**config.mk**
```make
export PLATFORM = sky130hd
export DESIGN_NAME = pif_port_irq_flat
export DESIGN_NICKNAME = d
export VERILOG_FILES = /design/src/inc/pif_pkg.sv /design/src/inc/pif_link_if.sv /design/src/hw/pif_port_irq.sv /design/src/flat_wrapper.sv
export SDC_FILE = /design/constraint.sdc
export NUM_CORES = 1
export LEC_CHECK = 0
export BUFFER_PORTS_ARGS = -buffer_cell sky130_fd_sc_hd__buf_2
export CAP_MARGIN = 0
export CORE_MARGIN = 3
export CORE_UTILIZATION = 40
export DETAILED_ROUTE_END_ITERATION = 8
export PLACE_DENSITY = 0.66
export SLEW_MARGIN = 20
export SYNTH_ARGS = -nofsm -noshare
export SYNTH_HDL_FRONTEND = slang
export SYNTH_SLANG_ARGS = --single-unit
```
**constraint.sdc**
```tcl
create_clock -name CORE_CLK -period 2.4 [get_ports CORE_CLK]
set_input_delay 0.24 -clock CORE_CLK [delete_from_list [all_inputs] [get_ports CORE_CLK]]
set_output_delay 0.24 -clock CORE_CLK [all_outputs]
set_load 0.005 [all_outputs]
```
**src/inc/pif_pkg.sv**
```systemverilog
package pif_pkg;

  // device register map, 16-bit addresses on the link
  localparam logic [15:0] DEV_LEVEL_A_ADDR = 16'h5200;
  localparam logic [15:0] DEV_IE_A_ADDR    = 16'h5205;
  localparam logic [15:0] DEV_EDGE_A_ADDR  = 16'h5206;
  localparam logic [15:0] DEV_FLAG_A_ADDR  = 16'h5207;
  localparam logic [15:0] DEV_CHAT_A_ADDR  = 16'h5208;
  localparam logic [15:0] DEV_LEVEL_B_ADDR = 16'h5210;
  localparam logic [15:0] DEV_IE_B_ADDR    = 16'h5215;
  localparam logic [15:0] DEV_EDGE_B_ADDR  = 16'h5216;
  localparam logic [15:0] DEV_FLAG_B_ADDR  = 16'h5217;

  // reset values
  localparam logic [7:0]  DEV_IE_RST       = 8'h00;
  localparam logic [7:0]  DEV_EDGE_RST     = 8'h00;
  localparam logic [7:0]  DEV_FLAG_RST     = 8'h00;
  localparam logic [7:0]  DEV_CHAT_RST     = 8'h00;

  // debounce time register layout
  localparam int          CHAT_LO_POS      = 0;
  localparam int          CHAT_HI_POS      = 4;
  localparam int          CHAT_FLD_W       = 3;
  localparam logic [7:0]  CHAT_WMASK       = 8'h77;
  localparam logic [2:0]  CHAT_OFF         = 3'h0;

  // check time base: code 1 = 256 periods, each code doubles it
  localparam int unsigned FILT_BASE_CYC    = 256;
  localparam int          PRESC_W          = 14;

  // controller APB register map
  localparam logic [11:0] CTL_CTRL_ADDR    = 12'h000;
  localparam logic [11:0] CTL_STAT_ADDR    = 12'h004;
  localparam logic [11:0] CTL_MASK_ADDR    = 12'h008;
  localparam logic [11:0] CTL_BRG_ADDR     = 12'h00C;

  // controller field positions
  localparam int          CTRL_EN_A        = 0;
  localparam int          CTRL_EN_B        = 1;
  localparam int          CTRL_LVL_A       = 2;
  localparam int          CTRL_LVL_B       = 3;
  localparam int          EV_GRP_A         = 0;
  localparam int          EV_GRP_B         = 1;
  localparam int          EV_DONE          = 2;
  localparam int          BRG_WDATA_POS    = 16;
  localparam int          BRG_WE_POS       = 24;
  localparam int          BRG_BUSY_POS     = 8;
  localparam int          BRG_REQ_POS      = 9;
  localparam logic [3:0]  CTL_CTRL_RST     = 4'h0;
  localparam logic [2:0]  CTL_MASK_RST     = 3'h0;

  typedef enum logic [2:0] {
    PIF_IDLE = 3'b001,
    PIF_REQ  = 3'b010,
    PIF_WAIT = 3'b100
  } pif_brg_st_t;

endpackage

```
**src/inc/pif_link_if.sv**
```systemverilog
interface pif_link_if;
  logic        req;
  logic        we;
  logic [15:0] addr;
  logic [7:0]  wdata;
  logic        ack;
  logic [7:0]  rdata;
  logic [1:0]  irq_req;

  modport dev (
    input  req,
    input  we,
    input  addr,
    input  wdata,
    output ack,
    output rdata,
    output irq_req
  );

  modport ctl (
    output req,
    output we,
    output addr,
    output wdata,
    input  ack,
    input  rdata,
    input  irq_req
  );
endinterface

```
**src/hw/pif_port_irq.sv**
```systemverilog
// How it works
// - per-pin enable gates flag and request
// - controller group enable needed to reach cpu
// - polarity bit one falling, zero rising
// - one flag per pin, set on edge
// - any group flag raises group request
// - flag reads event; write one clears
// - request holds until flags cleared
// - controller uses level trigger, handler clears
// - software clears flags before enabling
// - group a has two 3-bit nibble fields
// - codes 1-7 give 256..16384 clocks
// - pulses within check time rejected
// - filter stalls in sleep; disable first
// - disable interrupts before changing filter
// - enable registers at 0x5205 and 0x5215
module pif_port_irq
  import pif_pkg::*;
#(
  parameter int unsigned FILT_BASE = FILT_BASE_CYC
)
(
  input  wire logic   CORE_CLK,
  input  wire logic   RESETN,
  input  wire logic [15:0] PIN_IN,
  input  wire logic   SLEEP,
  pif_link_if.dev     LINK
);

  typedef struct packed {
    logic [15:0]        s1;
    logic [15:0]        s2;
    logic [15:0]        filt;
    logic [15:0]        prev;
    logic [15:0]        ie;
    logic [15:0]        edg;
    logic [15:0]        flag;
    logic [7:0]         cand;
    logic [7:0]         chat;
    logic [PRESC_W-1:0] presc;
    logic               ack;
    logic [7:0]         rdata;
  } pif_dev_st_t;

  pif_dev_st_t        r;
  pif_dev_st_t        n;
  logic [1:0]         tick;
  logic [2:0]         code [2];
  logic [15:0]        filt_nxt;
  logic [7:0]         cand_nxt;
  logic [15:0]        hit;
  logic [15:0]        clr;
  logic               wr;
  logic               rd;

  // mask of prescaler bits that must be zero for a check tick
  function automatic logic [PRESC_W-1:0] chk_mask(input logic [2:0] c);
    logic [31:0] per;
    per = 32'h0000_0000;
    if (c != CHAT_OFF)
    begin
      per = FILT_BASE << (c - 3'h1);
    end
    return PRESC_W'(per - 32'h1);
  endfunction

  assign code[0] = r.chat[CHAT_LO_POS +: CHAT_FLD_W];
  assign code[1] = r.chat[CHAT_HI_POS +: CHAT_FLD_W];

  // check ticks per nibble; the prescaler halts in sleep
  generate
    for (genvar k = 0; k < 2; k++)
    begin : g_tick
      assign tick[k] = (code[k] != CHAT_OFF) && !SLEEP &&
                       ((r.presc & chk_mask(code[k])) == '0);
    end
  endgenerate

  // per-pin filter on pins 0-7 (pins 8-15 raw) and edge detection on all 16 pins
  generate
    for (genvar i = 0; i < 16; i++)
    begin : g_pin
      logic rise;
      logic fall;
      if (i < 8)
      begin : g_filt
        always_comb
        begin
          cand_nxt[i] = r.cand[i];
          filt_nxt[i] = r.filt[i];
          if (code[i/4] == CHAT_OFF)
          begin
            cand_nxt[i] = r.s2[i];
            filt_nxt[i] = r.s2[i];
          end
          else if (tick[i/4])
          begin
            // level must match on two ticks in a row
            cand_nxt[i] = r.s2[i];
            if (r.s2[i] == r.cand[i])
            begin
              filt_nxt[i] = r.s2[i];
            end
          end
        end
      end
      else
      begin : g_raw
        assign filt_nxt[i] = r.s2[i];
      end
      assign rise   = !r.prev[i] && r.filt[i];
      assign fall   = r.prev[i] && !r.filt[i];
      assign hit[i] = r.ie[i] && (r.edg[i] ? fall : rise);
    end
  endgenerate

  assign wr  = LINK.req && LINK.we;
  assign rd  = LINK.req && !LINK.we;

  // write one clears, per group
  generate
    for (genvar g = 0; g < 2; g++)
    begin : g_clr
      assign clr[8*g +: 8] =
        (wr && LINK.addr == ((g == 0) ? DEV_FLAG_A_ADDR : DEV_FLAG_B_ADDR))
          ? LINK.wdata : 8'h00;
    end
  endgenerate

  always_comb
  begin
    n       = r;
    n.s1    = PIN_IN;
    n.s2    = r.s1;
    n.filt  = filt_nxt;
    n.cand  = cand_nxt;
    n.prev  = r.filt;
    if (!SLEEP)
    begin
      n.presc = r.presc + PRESC_W'(1);
    end
    // a new edge wins over a clear in the same cycle
    n.flag  = (r.flag & ~clr) | hit;
    n.ack   = LINK.req;
    n.rdata = 8'h00;
    if (wr)
    begin
      unique case (LINK.addr)
        DEV_IE_A_ADDR:   n.ie[7:0]   = LINK.wdata;
        DEV_IE_B_ADDR:   n.ie[15:8]  = LINK.wdata;
        DEV_EDGE_A_ADDR: n.edg[7:0]  = LINK.wdata;
        DEV_EDGE_B_ADDR: n.edg[15:8] = LINK.wdata;
        DEV_CHAT_A_ADDR: n.chat      = LINK.wdata & CHAT_WMASK;
        default:         n.ie        = n.ie;
      endcase
    end
    // reads answer with ack, one cycle after the request
    if (rd)
    begin
      unique case (LINK.addr)
        DEV_LEVEL_A_ADDR: n.rdata = r.filt[7:0];
        DEV_LEVEL_B_ADDR: n.rdata = r.filt[15:8];
        DEV_IE_A_ADDR:    n.rdata = r.ie[7:0];
        DEV_IE_B_ADDR:    n.rdata = r.ie[15:8];
        DEV_EDGE_A_ADDR:  n.rdata = r.edg[7:0];
        DEV_EDGE_B_ADDR:  n.rdata = r.edg[15:8];
        DEV_FLAG_A_ADDR:  n.rdata = r.flag[7:0];
        DEV_FLAG_B_ADDR:  n.rdata = r.flag[15:8];
        DEV_CHAT_A_ADDR:  n.rdata = r.chat;
        default:          n.rdata = 8'h00;
      endcase
    end
  end

  always_ff @(posedge CORE_CLK or negedge RESETN)
  begin
    if (!RESETN)
    begin
      r.s1    <= 16'h0000;
      r.s2    <= 16'h0000;
      r.filt  <= 16'h0000;
      r.prev  <= 16'h0000;
      r.ie    <= {DEV_IE_RST, DEV_IE_RST};
      r.edg   <= {DEV_EDGE_RST, DEV_EDGE_RST};
      r.flag  <= {DEV_FLAG_RST, DEV_FLAG_RST};
      r.cand  <= 8'h00;
      r.chat  <= DEV_CHAT_RST;
      r.presc <= '0;
      r.ack   <= 1'b0;
      r.rdata <= 8'h00;
    end
    else
    begin
      r <= n;
    end
  end

  // level requests follow the flags directly
  generate
    for (genvar g = 0; g < 2; g++)
    begin : g_req
      assign LINK.irq_req[g] = |r.flag[8*g +: 8];
    end
  endgenerate
  assign LINK.ack        = r.ack;
  assign LINK.rdata      = r.rdata;

endmodule

```
**src/flat_wrapper.sv**
```systemverilog
// flat-port wrapper written by rule: the top's interface ports become plain ports
module pif_port_irq_flat import pif_pkg::*;
#(
  parameter int unsigned FILT_BASE = FILT_BASE_CYC
)
  (CORE_CLK, RESETN, PIN_IN, SLEEP, LINK_req, LINK_we, LINK_addr, LINK_wdata, LINK_ack, LINK_rdata, LINK_irq_req);
  pif_link_if LINK_i ();
  input  wire logic CORE_CLK;
  input  wire logic RESETN;
  input  wire logic [15:0] PIN_IN;
  input  wire logic SLEEP;
  input wire logic [$bits(LINK_i.req)-1:0] LINK_req;
  input wire logic [$bits(LINK_i.we)-1:0] LINK_we;
  input wire logic [$bits(LINK_i.addr)-1:0] LINK_addr;
  input wire logic [$bits(LINK_i.wdata)-1:0] LINK_wdata;
  output wire logic [$bits(LINK_i.ack)-1:0] LINK_ack;
  output wire logic [$bits(LINK_i.rdata)-1:0] LINK_rdata;
  output wire logic [$bits(LINK_i.irq_req)-1:0] LINK_irq_req;
  assign LINK_i.req = LINK_req;
  assign LINK_i.we = LINK_we;
  assign LINK_i.addr = LINK_addr;
  assign LINK_i.wdata = LINK_wdata;
  assign LINK_ack = LINK_i.ack;
  assign LINK_rdata = LINK_i.rdata;
  assign LINK_irq_req = LINK_i.irq_req;
  pif_port_irq #(.FILT_BASE(FILT_BASE)) u_core (.CORE_CLK(CORE_CLK), .RESETN(RESETN), .PIN_IN(PIN_IN), .SLEEP(SLEEP), .LINK(LINK_i));
endmodule
```
### After elaboration in Yosys (flattened, before gate mapping)

Cells that the tools add are included.

| storage, ports and cells | value |
|---|---|
| output and inout bits | 11 |
| register bits after elaboration | 149 |

| operators by class | value |
|---|---|
| shift operators | 2 |
| bitwise operators | 5 |
| equal/unequal tests | 17 |
| reductions and logical operators | 121 |
| add/sub/neg operators | 5 |
| multiplexer cells | 62 |

Operators with widths:

| operator | count |
|---|---|
| $eq A16 B15 Y1 const B | 9 |
| $pmux W8 S9 | 1 |
| $logic_and A1 B1 Y1 | 56 |
| $mux W1 | 56 |
| $logic_not A1 Y1 | 34 |
| $and A14 B14 Y14 | 2 |
| $logic_not A14 Y1 | 2 |
| $mux W14 | 2 |
| $shl A9 B3 Y14 const A | 2 |
| $sub A14 B1 Y14 const B | 2 |
| $reduce_and A2 Y1 | 13 |
| $mux W8 | 3 |
| $reduce_bool A2 Y1 | 10 |
| $and A16 B16 Y16 | 1 |
| $not A16 Y16 | 1 |
| $or A16 B16 Y16 | 1 |
| $reduce_or A8 Y1 | 2 |
| $add A14 B1 Y14 const B | 1 |
| $eq A1 B1 Y1 | 8 |
| $logic_not A3 Y1 | 2 |
| $reduce_bool A3 Y1 | 2 |
| $sub A3 B1 Y3 const B | 2 |

### Logic depth before layout (Yosys ltp)

Gate-level depths: netlist of the first run.

| logic depth | value |
|---|---|
| word-level depth | 9 |
| depth in mapped cells | 11 |
| depth with buffers taken out | 9 |

### Worst setup path after synthesis of the first run

No wires, ideal clock.

| timing path | value |
|---|---|
| kind | reg2reg |
| start | register u_core.r (netlist bit u_core.code[0]) |
| end | register u_core.r[35] (netlist bit) |
| arrival | 2.512 ns |
| library setup time | 0.125 ns |
| path slack | -0.237 ns |
| period minus slack after synthesis | 2.637 ns |
| cell stages (with the launch flop) | 9 |
| cells stage by stage | dfrtp_1 -> clkbuf_1 -> or3b_2 -> ha_1 -> nand3_1 -> a21oi_1 -> a2111oi_0 -> o21ai_2 -> mux2_2 |

| on the way | value |
|---|---|
| cells in the longest elaborated chain, start to end | 8 |
| elaborated cells between the ends (all ways) | 12 |
| classes of those cells | add/sub (2); shift (1); mux (2); bitwise (1); reduce/logical (6) |

Ends and longest elaborated chain:

| what | RTL line | RTL |
|---|---|---|
| from (decl) | pif_port_irq.sv:45 | `pif_dev_st_t r;` |
| from (signal assigned) | pif_port_irq.sv:194 | `r <= n;` |
| $sub A3 B1 Y3 | pif_port_irq.sv:62 | `per = FILT_BASE << (c - 3'h1);` |
| $shl A9 B3 Y14 | pif_port_irq.sv:62 |  |
| $mux W14 | pif_port_irq.sv:60 | `if (c != CHAT_OFF)` |
| $sub A14 B1 Y14 | pif_port_irq.sv:64 | `return PRESC_W'(per - 32'h1);` |
| $and A14 B14 Y14 | pif_port_irq.sv:75 | `((r.presc & chk_mask(code[k])) == '0);` |
| $logic_not A14 Y1 | pif_port_irq.sv:75 |  |
| $logic_and A1 B1 Y1 | pif_port_irq.sv:74 | `assign tick[k] = (code[k] != CHAT_OFF) && !SLEEP &&` |
| $reduce_bool A2 Y1 (no source line) | -- |  |

Parallel ways exist; a longest one is shown, timed or not.
A chain may end at the register's enable or synchronous reset.

### Worst setup path in the final report of the first run

| timing path | value |
|---|---|
| start | register u_core.r (netlist bit u_core.code[4]) |
| end | register u_core.r[31] (netlist bit) |

Same word-level chain as after synthesis.

==> run summary, run 1 <==
RD Place Congestion - 0.881
Crit path required time - 2.70 ns
Area grow syn2layout - 24.8%
Outcome - finished clean
Syn Std Cell Area - 6500 sq um
Count leader, synth - dfrtp_1
Portion of netlist area occupied by mux cells - 0.0906
H-tree levels - 4
Main flop type after synthesis - dfrtp_1
IO Count - 56
Post-synthesis share of cell area spent on xor and xnor gates - 0.0189
Final Hold Vio Count - 0
Via density - 5.49
Clk buf depth - 2
Top area cells in the synthesized netlist - dfrtp_1, mux2_2, nand2_1, a22o_1, nand3b_1
Largest net degree at the start of global routing - 70
Pre-CTS setup slack - -0.0402 ns
Die width - 134 um
DR WL/cell - 17.6 um
Critical Path Start Type - flip-flop
CP Max Fanout - 4
Layout cells sized above 1 - 0.289
Yosys reg bits - 149
Crit path kind - flip-flop to flip-flop
Total power - 6.06 mW
Max-Cap Viols - 0
Dpl cell area - 7170 sq um
Max IR drop VDD - 0.540 mV
Simple-gate area share of the yosys netlist - 0.155
Chip height - 134 um
Area of the multi-input gates - 2700 sq um
Number of synthesized flops with an enable pin - 0
YS warnings - 0
Routed vias - 4745
Die ar. - 17800 sq um
Post-synthesis cell type count - 57
Clock skew - 0.00975 ns
Yosys top cell area share - 0.573
Clk Latency, worst-skew pair - 0.43 ns
Syn_nets - 595
FF/Latch Area - 3730 sq um
Iter 0 DRT Violations - 442
Post-Synth Adder-Cell Area - 0.0115
Syn Area/Cell - 12.0 sq um
TritonCTS clock tree - yes
Synth Instances - 544
First-pass GRT wire length - 25.3 mm
Worst setup margin - 0.0121 ns
Final Instance Area - 8110 sq um
Final net count - 692
WP data arrival - 2.69 ns
Number of global-route vias before repair - 4839
Reg clk slew, reported paths - 0.06 ns
Setup Viol. Count Final - 0
I/O Buffers - 55
Antenna fix cells - 0
Lkg Pwr - 3.66 nW
Maximum clock frequency - 419 MHz
DRT antenna net count - 0
RSZ-0062 raised after global routing - yes
Post-route DRC - 0
CP most frequent cell - nand2b_4
Minimum clock period - 2.39 ns
Synth Area in Compound Gates - 0.123
Hpwl dp - 10.5 mm
GRT Overall Usage - 0.180
Root Driver - clkbuf_16
Most frequent cells after synthesis - dfrtp_1, mux2_2, nand2_1
Worst-Margin Slew - 0.656 ns
Fillers - 1348
Rel. slew slack - 0.563
Num CTS Buffers - 17
Final Max Slew Viols - 0
P per Cell Area - 747 nW/um^2
DRT Pass-1 Iters - 5
Initial antenna violation count - 0
Post-synth top area cell - dfrtp_1
Sequential share of the synthesized area - 0.573
Crit end category - flip-flop
Hold slack - 0.0634 ns
Grt ovf - 0
Crit share post-route - 0.995
Hold WC Path Type - input port to flip-flop
Core Box Area - 15500 sq um
CTS sink cnt - 149
Final WL - 15.2 mm
Slowest stage delay, CP - 0.56 ns
Asr flop ratio synth - 1.00
Rows - 45
Max stage delay cell, worst path - or4_4
CP Cell Sequence - nand2b_4 > nand2b_4 > ha_4 > nand2b_4 > o2111ai_2 > or4_4 > and2_4 > mux2_4
Initial core utilization - 0.418
Largest family of logic cells by synthesized area - simple AND/OR/NAND/NOR gates
## registers in the layout (all words and copies together), names as in the netlist
| name | flops |
|---|---|
| u_core.r | 94 |
| u_core.LINK.ack | 1 |
| u_core.filt_nxt | 8 |
| u_core.LINK.rdata | 8 |
| u_core.code | 6 |
| u_core.n | 32 |
## path summary, 6_finish.rpt
kind / from / endpoint / slack [ns] / cells past startpoint
setup reg to reg: u_core.code[4]$_DFFE_PN0P_ / u_core.r[31]$_DFFE_PN0P_ / 0.01 / 8
min in group asynchronous: RESETN / u_core.r[11]$_DFFE_PN0N_ / 0.38 / 2
setup / recovery: u_core.code[4]$_DFFE_PN0P_ / u_core.r[31]$_DFFE_PN0P_ / 0.01 / 8
hold reg to reg: u_core.n[124]$_DFF_PN0_ / u_core.r[124]$_DFF_PN0_ / 0.35 / 0
max in group asynchronous: RESETN / u_core.LINK.rdata[3]$_DFF_PN0_ / 1.35 / 3
hold / removal: SLEEP / u_core.r[9]$_DFFE_PN0N_ / 0.06 / 2
## critical path, delay by kind of cell, from the launching register on
family / cells / cell delay [ns]
simple gates: 5 / 1.20
flops: 1 / 0.42
mux: 1 / 0.30
fa+ha+maj: 1 / 0.25
compound gates: 1 / 0.11
## metal layers
layer  track usage  share of wire  vias up
met1         0.225           0.43     2360
met3        0.0566          0.058       32
met4        0.0726          0.025        0
met5             0              0        -
li1              -              -     2191
met2         0.293           0.48      162
## layout by cell type (no fill, tap or decap), types with 4 or more instances in the layout
cell type,n
xor2_1,5
and2_1,4
mux2_4,4
buf_4,30
inv_1,7
a22oi_1,14
a21oi_1,16
buf_2,54
o21ai_0,25
and3_1,10
nor2b_1,4
dlygate4sd3_1,18
dfrtp_1,149
nand2_1,47
nand2b_1,18
clkbuf_16,17
nor3_1,5
or3_1,6
nand3_1,18
a221oi_1,6
a31oi_1,5
nor4_1,7
a222oi_1,7
nor2_1,15
xnor2_1,9
nand3b_1,20
a22o_1,19
a211oi_1,6
mux2_2,47
bufinv_16,6
## timing repair
action	in CTS	in global routing
hold endpoints to repair	84	0
hold buffers	18	0
pin swaps	2	2
gates resized for setup	3	9
setup buffers	1	3
cloned	0	0
endpoints found under the setup margin	7	12
## cell families (layout without fill, tap and decap cells)
family,count (synthesis),after routing
AOI/OAI and AO/OA,112,112
xor gates and xnor gates,14,14
adders and majority gates,6,6
buffers and inverters,35,144
DFF,149,149
muxes,51,51
and+or+nand+nor,177,177
## cell type report
type,instances,share of cell area
well taps,211,0.0325
multi-input cells,360,0.333
clock buffers,19,0.0534
repair buffers,105,0.0896
flip-flops and latches,149,0.460
clock inverters,12,0.0281
inverters,8,0.00401
## power breakdown
group          leakage (nW)  switching (mW)  total, mW  internal [mW]
clock network         0.318            1.03       2.98           1.95
registers              1.89           0.118       2.76           2.64
logic                  1.45           0.167      0.328          0.161
## metrics by stage
| step | setup TNS [ns] | util | std cells |
|---|---|---|---|
| final | 0 | 0.522 | 864 |
| after global routing | -0.335 | 0.522 | 864 |
| after CTS | 0 | 0.518 | 861 |
| after detailed placement | -0.101 | 0.461 | 811 |
| after global placement | 0 | 0.461 | 811 |
| after floorplan | 0 | - | 544 |
Power figures use the tool's default switching activity.
==> run 2: changes to the inputs <==
--- a/config.mk
+++ b/config.mk
@@ -5,6 +5,7 @@
 export SDC_FILE = /design/constraint.sdc
 export NUM_CORES = 1
 export LEC_CHECK = 0
+export ABC_AREA = 1
 export BUFFER_PORTS_ARGS = -buffer_cell sky130_fd_sc_hd__buf_2
 export CAP_MARGIN = 0
 export CORE_MARGIN = 3
@@ -15,3 +16,4 @@
 export SYNTH_ARGS = -nofsm -noshare
 export SYNTH_HDL_FRONTEND = slang
 export SYNTH_SLANG_ARGS = --single-unit
+export TNS_END_PERCENT = 100
==> run 2 against run 1 <==
  * Register-to-register slack gained 0.35 ns
  * Clock-buffer cell count unchanged
  * Die area grew 5.8%
  * Synthesized cell count up 43%
  * Via count rose by 16%
  * Cell area up 0.68%
  * Core utilization shrank 3.5 points
  * Global-route usage shrank 0.22 points
  * Maximum frequency grew 17%
  * Hold slack improved by 0.0074 ns
  * First-iteration DRC count decreased by 0.45%
  * Largest cell class unchanged
  * Largest power group is now sequential cells
  * Highest routed layer unchanged
==> run summary, run 2 <==
Outcome - finished clean
Final Hold Vio Count - 0
Worst setup margin - 0.365 ns
Most frequent cells in the layout - nand2_1, dfrtp_1, inv_1, o21ai_0, nand4_1
Post-layout util - 0.487
IO Count - 56
Top area cells in the synthesized netlist - dfrtp_1, nand2_1, nand4_1, o21ai_0, inv_1
Rel. slew slack - 0.653
Critical Path Start Type - flip-flop
Largest net degree at the start of global routing - 54
TritonCTS clock tree - yes
Pre-CTS setup slack - 0.352 ns
Initial antenna violation count - 0
Minimum clock period - 2.04 ns
DRT Pass-1 Iters - 5
Resized Gates After CTS - 0
DRT antenna net count - 0
Root Driver - clkbuf_16
Max stage delay cell, worst path - dfrtp_1
Iter 0 DRT Violations - 440
CP Cell Sequence - inv_2 > nand3_1 > ha_1 > nand2_1 > a21oi_1 > o21ai_0 > nand3_2 > nand2_2 > nand2_1 > nand2_1 > nand2_1
Count leader, synth - nand2_1
Syn Area/Cell - 8.86 sq um
Hold slack - 0.0708 ns
Yosys reg bits - 149
Area grow syn2layout - 18.4%
DR WL/cell - 14.5 um
Post-synthesis cell type count - 34
CTS Hold Buffers Added - 18
Layout cells sized above 1 - 0.156
Initial core utilization - 0.412
Asr flop ratio synth - 1.00
I/O Buffers - 55
H-tree levels - 4
First-pass GRT wire length - 26.2 mm
Post-Place Cells - 1035
Syn_nets - 830
RSZ-0062 raised after global routing - no
Antenna fix cells - 0
Chip height - 137 um
Delay-heaviest family, CP - simple AND/OR/NAND/NOR gates
Via density - 5.08
Num CTS Buffers - 17
Crit path kind - flip-flop to flip-flop
Main flop type after synthesis - dfrtp_1
P per Cell Area - 710 nW/um^2
Final WL - 15.7 mm
GRT Overall Usage - 0.178
Clk buf depth - 2
Max reg flops - 94
Non-Filler Instances - 1085
Clock skew - 0.00547 ns
Max IR drop VDD - 0.618 mV
Crit end category - flip-flop
Routed vias - 5509
Yosys top cell area share - 0.540
Sequential share of the synthesized area - 0.540
Die ar. - 18900 sq um
Most frequent cells after synthesis - nand2_1, dfrtp_1, inv_1, o21ai_0, nand4_1
Worst-Margin Slew - 0.520 ns
Clk Latency, worst-skew pair - 0.42 ns
CP Max Fanout - 12
YS warnings - 0
Setup Viol. Count Final - 0
WP data arrival - 2.35 ns
Crit share post-route - 0.848
Setup TNS - 0 ns
Rows - 47
Hpwl dp - 11.0 mm
Post-synth top area cell - dfrtp_1
Number of global-route vias before repair - 5190
Number of synthesized flops with an enable pin - 0
Syn Std Cell Area - 6900 sq um
Lkg Pwr - 3.86 nW
Commonest non-fill, non-tap cell in the layout - nand2_1
Max-Cap Viols - 0
Largest Register - u_core.r
CP bufs+invs - 1
RD Place Congestion - 0.868
Slowest stage delay, CP - 0.47 ns
CTS sink cnt - 149
Maximum clock frequency - 491 MHz
Final Max Slew Viols - 0
Grt ovf - 0
Crit path required time - 2.71 ns
Hold WC Path Type - input port to flip-flop
Post-route DRC - 0
Final net count - 903
Post-CTS setup buffers - 0
Die width - 137 um
Synth Instances - 779
Core Box Area - 16800 sq um
Reg clk slew, reported paths - 0.06 ns
CP most frequent cell - nand2_1
==> run 2: report_power, final <==
group	switching, mW	internal [mW]	leakage (nW)
sequential	0.115	2.64	1.81
combinational	0.224	0.161	1.77
clock	1.03	1.63	0.279
==> run 2: logic make-up after synthesis <==
group	synth area share
compound gates	0.0827
flops	0.540
simple gates	0.269
xor+xnor	0.0241
fa+ha+maj	0.0109
buf+inv	0.0731
==> run 2: cell type report <==
class                           instances  area, sq um
Tap cell                              220          275
Sequential cell                       149         3730
Multi-Input combinational cell        515         2670
Fill cell                            1532         8590
Clock buffer                           19          433
Inverter                               81          307
Timing Repair Buffer                   88          599
Clock inverter                         13          158
==> run 2: worst reg2reg max path: stages (launching register included) <==
cell and delay, ns:
dfrtp_1 0.47, inv_2 0.15, nand3_1 0.11, ha_1 0.24
nand2_1 0.09, a21oi_1 0.04, o21ai_0 0.23, nand3_2 0.19
nand2_2 0.22, nand2_1 0.07, nand2_1 0.06, nand2_1 0.05
==> run 2: per-stage QoR <==
step,cell area [sq um],total power [mW]
after floorplan,6900,2.99
after detailed placement,7400,3.17
final,8170,5.80
after CTS,8170,5.87
after global routing,8170,6.05
after global placement,7400,3.16
==> run 2: metal layers <==
metal	wire length, um	track usage
met5	0	0
met4	446	0.0798
met3	964	0.0405
met2	6930	0.269
met1	7410	0.245
==> run 2: final timing paths <==
path	end	cells after the start	start	slack, ns
worst min register to register	u_core.filt_nxt[11]$_DFF_PN0_	0	u_core.n[130]$_DFF_PN0_	0.34
worst min-delay path	u_core.r[9]$_DFFE_PN0N_	2	SLEEP	0.07
worst max register to register	u_core.n[94]$_DFFE_PN0P_	11	u_core.code[1]$_DFFE_PN0P_	0.36
max in group asynchronous	u_core.r[98]$_DFF_PN0_	3	RESETN	1.38
min in group asynchronous	u_core.filt_nxt[9]$_DFF_PN0_	2	RESETN	0.35
worst max-delay path	u_core.n[94]$_DFFE_PN0P_	11	u_core.code[1]$_DFFE_PN0P_	0.36
==> run 3: changes to the inputs <==
--- a/config.mk
+++ b/config.mk
@@ -11,7 +11,7 @@
 export CORE_MARGIN = 3
 export CORE_UTILIZATION = 40
 export DETAILED_ROUTE_END_ITERATION = 8
-export PLACE_DENSITY = 0.66
+export PLACE_DENSITY = 0.64
 export SLEW_MARGIN = 20
 export SYNTH_ARGS = -nofsm -noshare
 export SYNTH_HDL_FRONTEND = slang
==> constraint.sdc (replaced) <==
create_clock -name CORE_CLK -period 2 [get_ports CORE_CLK]
set_input_delay 0.2 -clock CORE_CLK [delete_from_list [all_inputs] [get_ports CORE_CLK]]
set_output_delay 0.2 -clock CORE_CLK [all_outputs]
set_load 0.005 [all_outputs]
==> run 3 against run 2 <==
  * Cell count up 1.5%
  * Clock power grew 19%
  * Sequential cell count unchanged
  * Wire length grew 2.4%
  * First-iteration DRC count shrank 15%
  * Core utilization rose by 0.99 points
  * Combinational power increased by 23%
  * Maximum frequency rose by 9.6%
  * Via count up 1.7%
  * Cell area rose by 2.0%
  * Worst setup slack lost 0.22 ns
==> run summary, run 3 (same netlist as run 2, synthesis figures left out) <==
Crit end category - flip-flop
Number of global-route vias before repair - 5337
Hold Path End - u_core.r[9]$_DFFE_PN0N_
Commonest non-fill, non-tap cell in the layout - nand2_1
Initial core utilization - 0.412
Lkg Pwr - 3.95 nW
Setup Viol. Count Final - 0
Die ar. - 18900 sq um
First-pass GRT wire length - 26.8 mm
Largest net degree at the start of global routing - 51
Worst reg-to-reg path cell count - 10
DRT antenna net count - 0
Switching portion of total power - 0.229
Worst setup margin - 0.143 ns
Rel. slew slack - 0.668
Most frequent cells in the layout - nand2_1, dfrtp_1, inv_1
Clock skew - 0.00694 ns
R2R Path Start - u_core.code[4]$_DFFE_PN0P_
Routed vias - 5605
DR WL/cell - 14.7 um
Layout cells sized above 1 - 0.173
P per Cell Area - 835 nW/um^2
TritonCTS clock tree - yes
Die width - 137 um
Rows - 47
Reg2reg setup slack - 0.14 ns
Pre-CTS setup slack - 0.0890 ns
Core Box Area - 16800 sq um
Clk buf depth - 2
Final Hold Vio Count - 0
Initial antenna violation count - 0
Crit path required time - 2.31 ns
Crit share post-route - 0.928
Setup TNS - 0 ns
Area grow syn2layout - 20.8%
CTS sink cnt - 149
Final net count - 920
Clk Latency, worst-skew pair - 0.42 ns
Critical Path Start Type - flip-flop
Post-layout util - 0.497
Clock share of power - 0.456
Iter 0 DRT Violations - 374
Largest Register - u_core.r
Total power - 6.96 mW
Reg power frac - 0.476
Final Max Slew Viols - 0
Final Instance Area - 8330 sq um
I/O Buffers - 55
Chip height - 137 um
Maximum clock frequency - 539 MHz
RD Place Congestion - 0.845
GRT Overall Usage - 0.183
Hold path depth - 2
CP Max Fanout - 12
Hpwl dp - 11.3 mm
DRT Pass-1 Iters - 5
H-tree levels - 4
P_int - 5.36 mW
Num CTS Buffers - 17
Outcome - finished clean
Switch Pwr - 1.60 mW
Crit path kind - flip-flop to flip-flop
Fillers - 1589
Hold WC Path Type - input port to flip-flop
Minimum clock period - 1.86 ns
Final WL - 16.1 mm
Max-Cap Viols - 0
RSZ-0062 raised after global routing - no
Antenna fix cells - 0
Max reg flops - 94
Combinational Power Share - 0.068
Post-route DRC - 0
HP Start - SLEEP
Max IR drop VDD - 0.603 mV
Dpl cell area - 7530 sq um
Reg clk slew, reported paths - 0.06 ns
Root Driver - clkbuf_16
IO Count - 56
WP data arrival - 2.17 ns
Via density - 5.09
FF-to-FF End - u_core.n[89]$_DFFE_PN0P_
Grt ovf - 0
Worst-Margin Slew - 0.494 ns
-- run 3: changes by cell type in the layout (fill, tap and decap cells not counted), moves of 2 or more --
cell	change
clkbuf_8	+5
buf_4	+15
clkinv_2	-3
buf_12	+2
-- run 3: what timing repair did --
item | 4_1_cts | 5_1_grt
endpoints found under the setup margin | 0 | 8
buffers inserted | 0 | 2
endpoints found under the hold margin | 63 | 0
gates resized for setup | 0 | 3
hold buffers | 18 | 0
-- run 3: through the flow --
stage | cells | hold slack, ns
after detailed placement | 1050 | 0.181
final | 1101 | 0.0396
after global routing | 1101 | 0.0327
after floorplan | 779 | -0.0956
after CTS | 1099 | 0.0129
after global placement | 1050 | 0.182
-- run 3: how the worst max path moves through the flow --
stage                     slack (ns)                       start  cells past startpoint                  endpoint
after floorplan                 0.07  u_core.code[4]$_DFFE_PN0P_                     12  u_core.n[87]$_DFFE_PN0P_
after global placement          0.16  u_core.code[1]$_DFFE_PN0P_                     11  u_core.n[94]$_DFFE_PN0P_
after detailed placement        0.09  u_core.code[1]$_DFFE_PN0P_                     11  u_core.n[92]$_DFFE_PN0P_
after CTS                       0.08  u_core.code[1]$_DFFE_PN0P_                     11  u_core.n[93]$_DFFE_PN0P_
after global routing            0.01  u_core.code[4]$_DFFE_PN0P_                     10  u_core.n[88]$_DFFE_PN0P_
final                           0.14  u_core.code[4]$_DFFE_PN0P_                     10  u_core.n[89]$_DFFE_PN0P_
-- run 3: final cells by class --
cell class | instances | area, sq um | share of cell area
well taps | 220 | 275 | 0.0330
inverters | 81 | 307 | 0.0368
clock buffers | 24 | 502 | 0.0602
flip-flops and latches | 149 | 3730 | 0.448
multi-input cells | 515 | 2670 | 0.321
repair buffers | 105 | 752 | 0.0902
clock inverters | 7 | 95.1 | 0.0114
-- run 3: routing by layer --
| metal | wire length, um | global-route usage | part of all wire | vias to the layer above |
|---|---|---|---|---|
| li1 | - | - | - | 2769 |
| met1 | 7380 | 0.246 | 0.46 | 2639 |
| met2 | 7440 | 0.281 | 0.46 | 172 |
| met3 | 990 | 0.0497 | 0.061 | 25 |
| met4 | 322 | 0.0704 | 0.020 | 0 |
| met5 | 0 | 0 | 0 | - |
-- run 3: critical path: stages, from the launching register on --
cell	delay (ns)
dfrtp_1	0.44
nor2_4	0.18
nand2_4	0.07
ha_1	0.28
or2_2	0.30
nand3_2	0.08
nor2_2	0.05
nand4_4	0.09
nand2_4	0.11
nand3_1	0.09
nand2_1	0.06
-- run 3: power by group through the flow --
stage / clock network (mW) / logic, mW / registers [mW]
3_3_place_gp: 0 / 0.445 / 3.36
4_1_cts: 3.26 / 0.482 / 3.31
2_1_floorplan: 0 / 0.261 / 3.32
5_1_grt: 3.39 / 0.548 / 3.33
3_5_place_dp: 0 / 0.452 / 3.36
6_report: 3.17 / 0.472 / 3.31
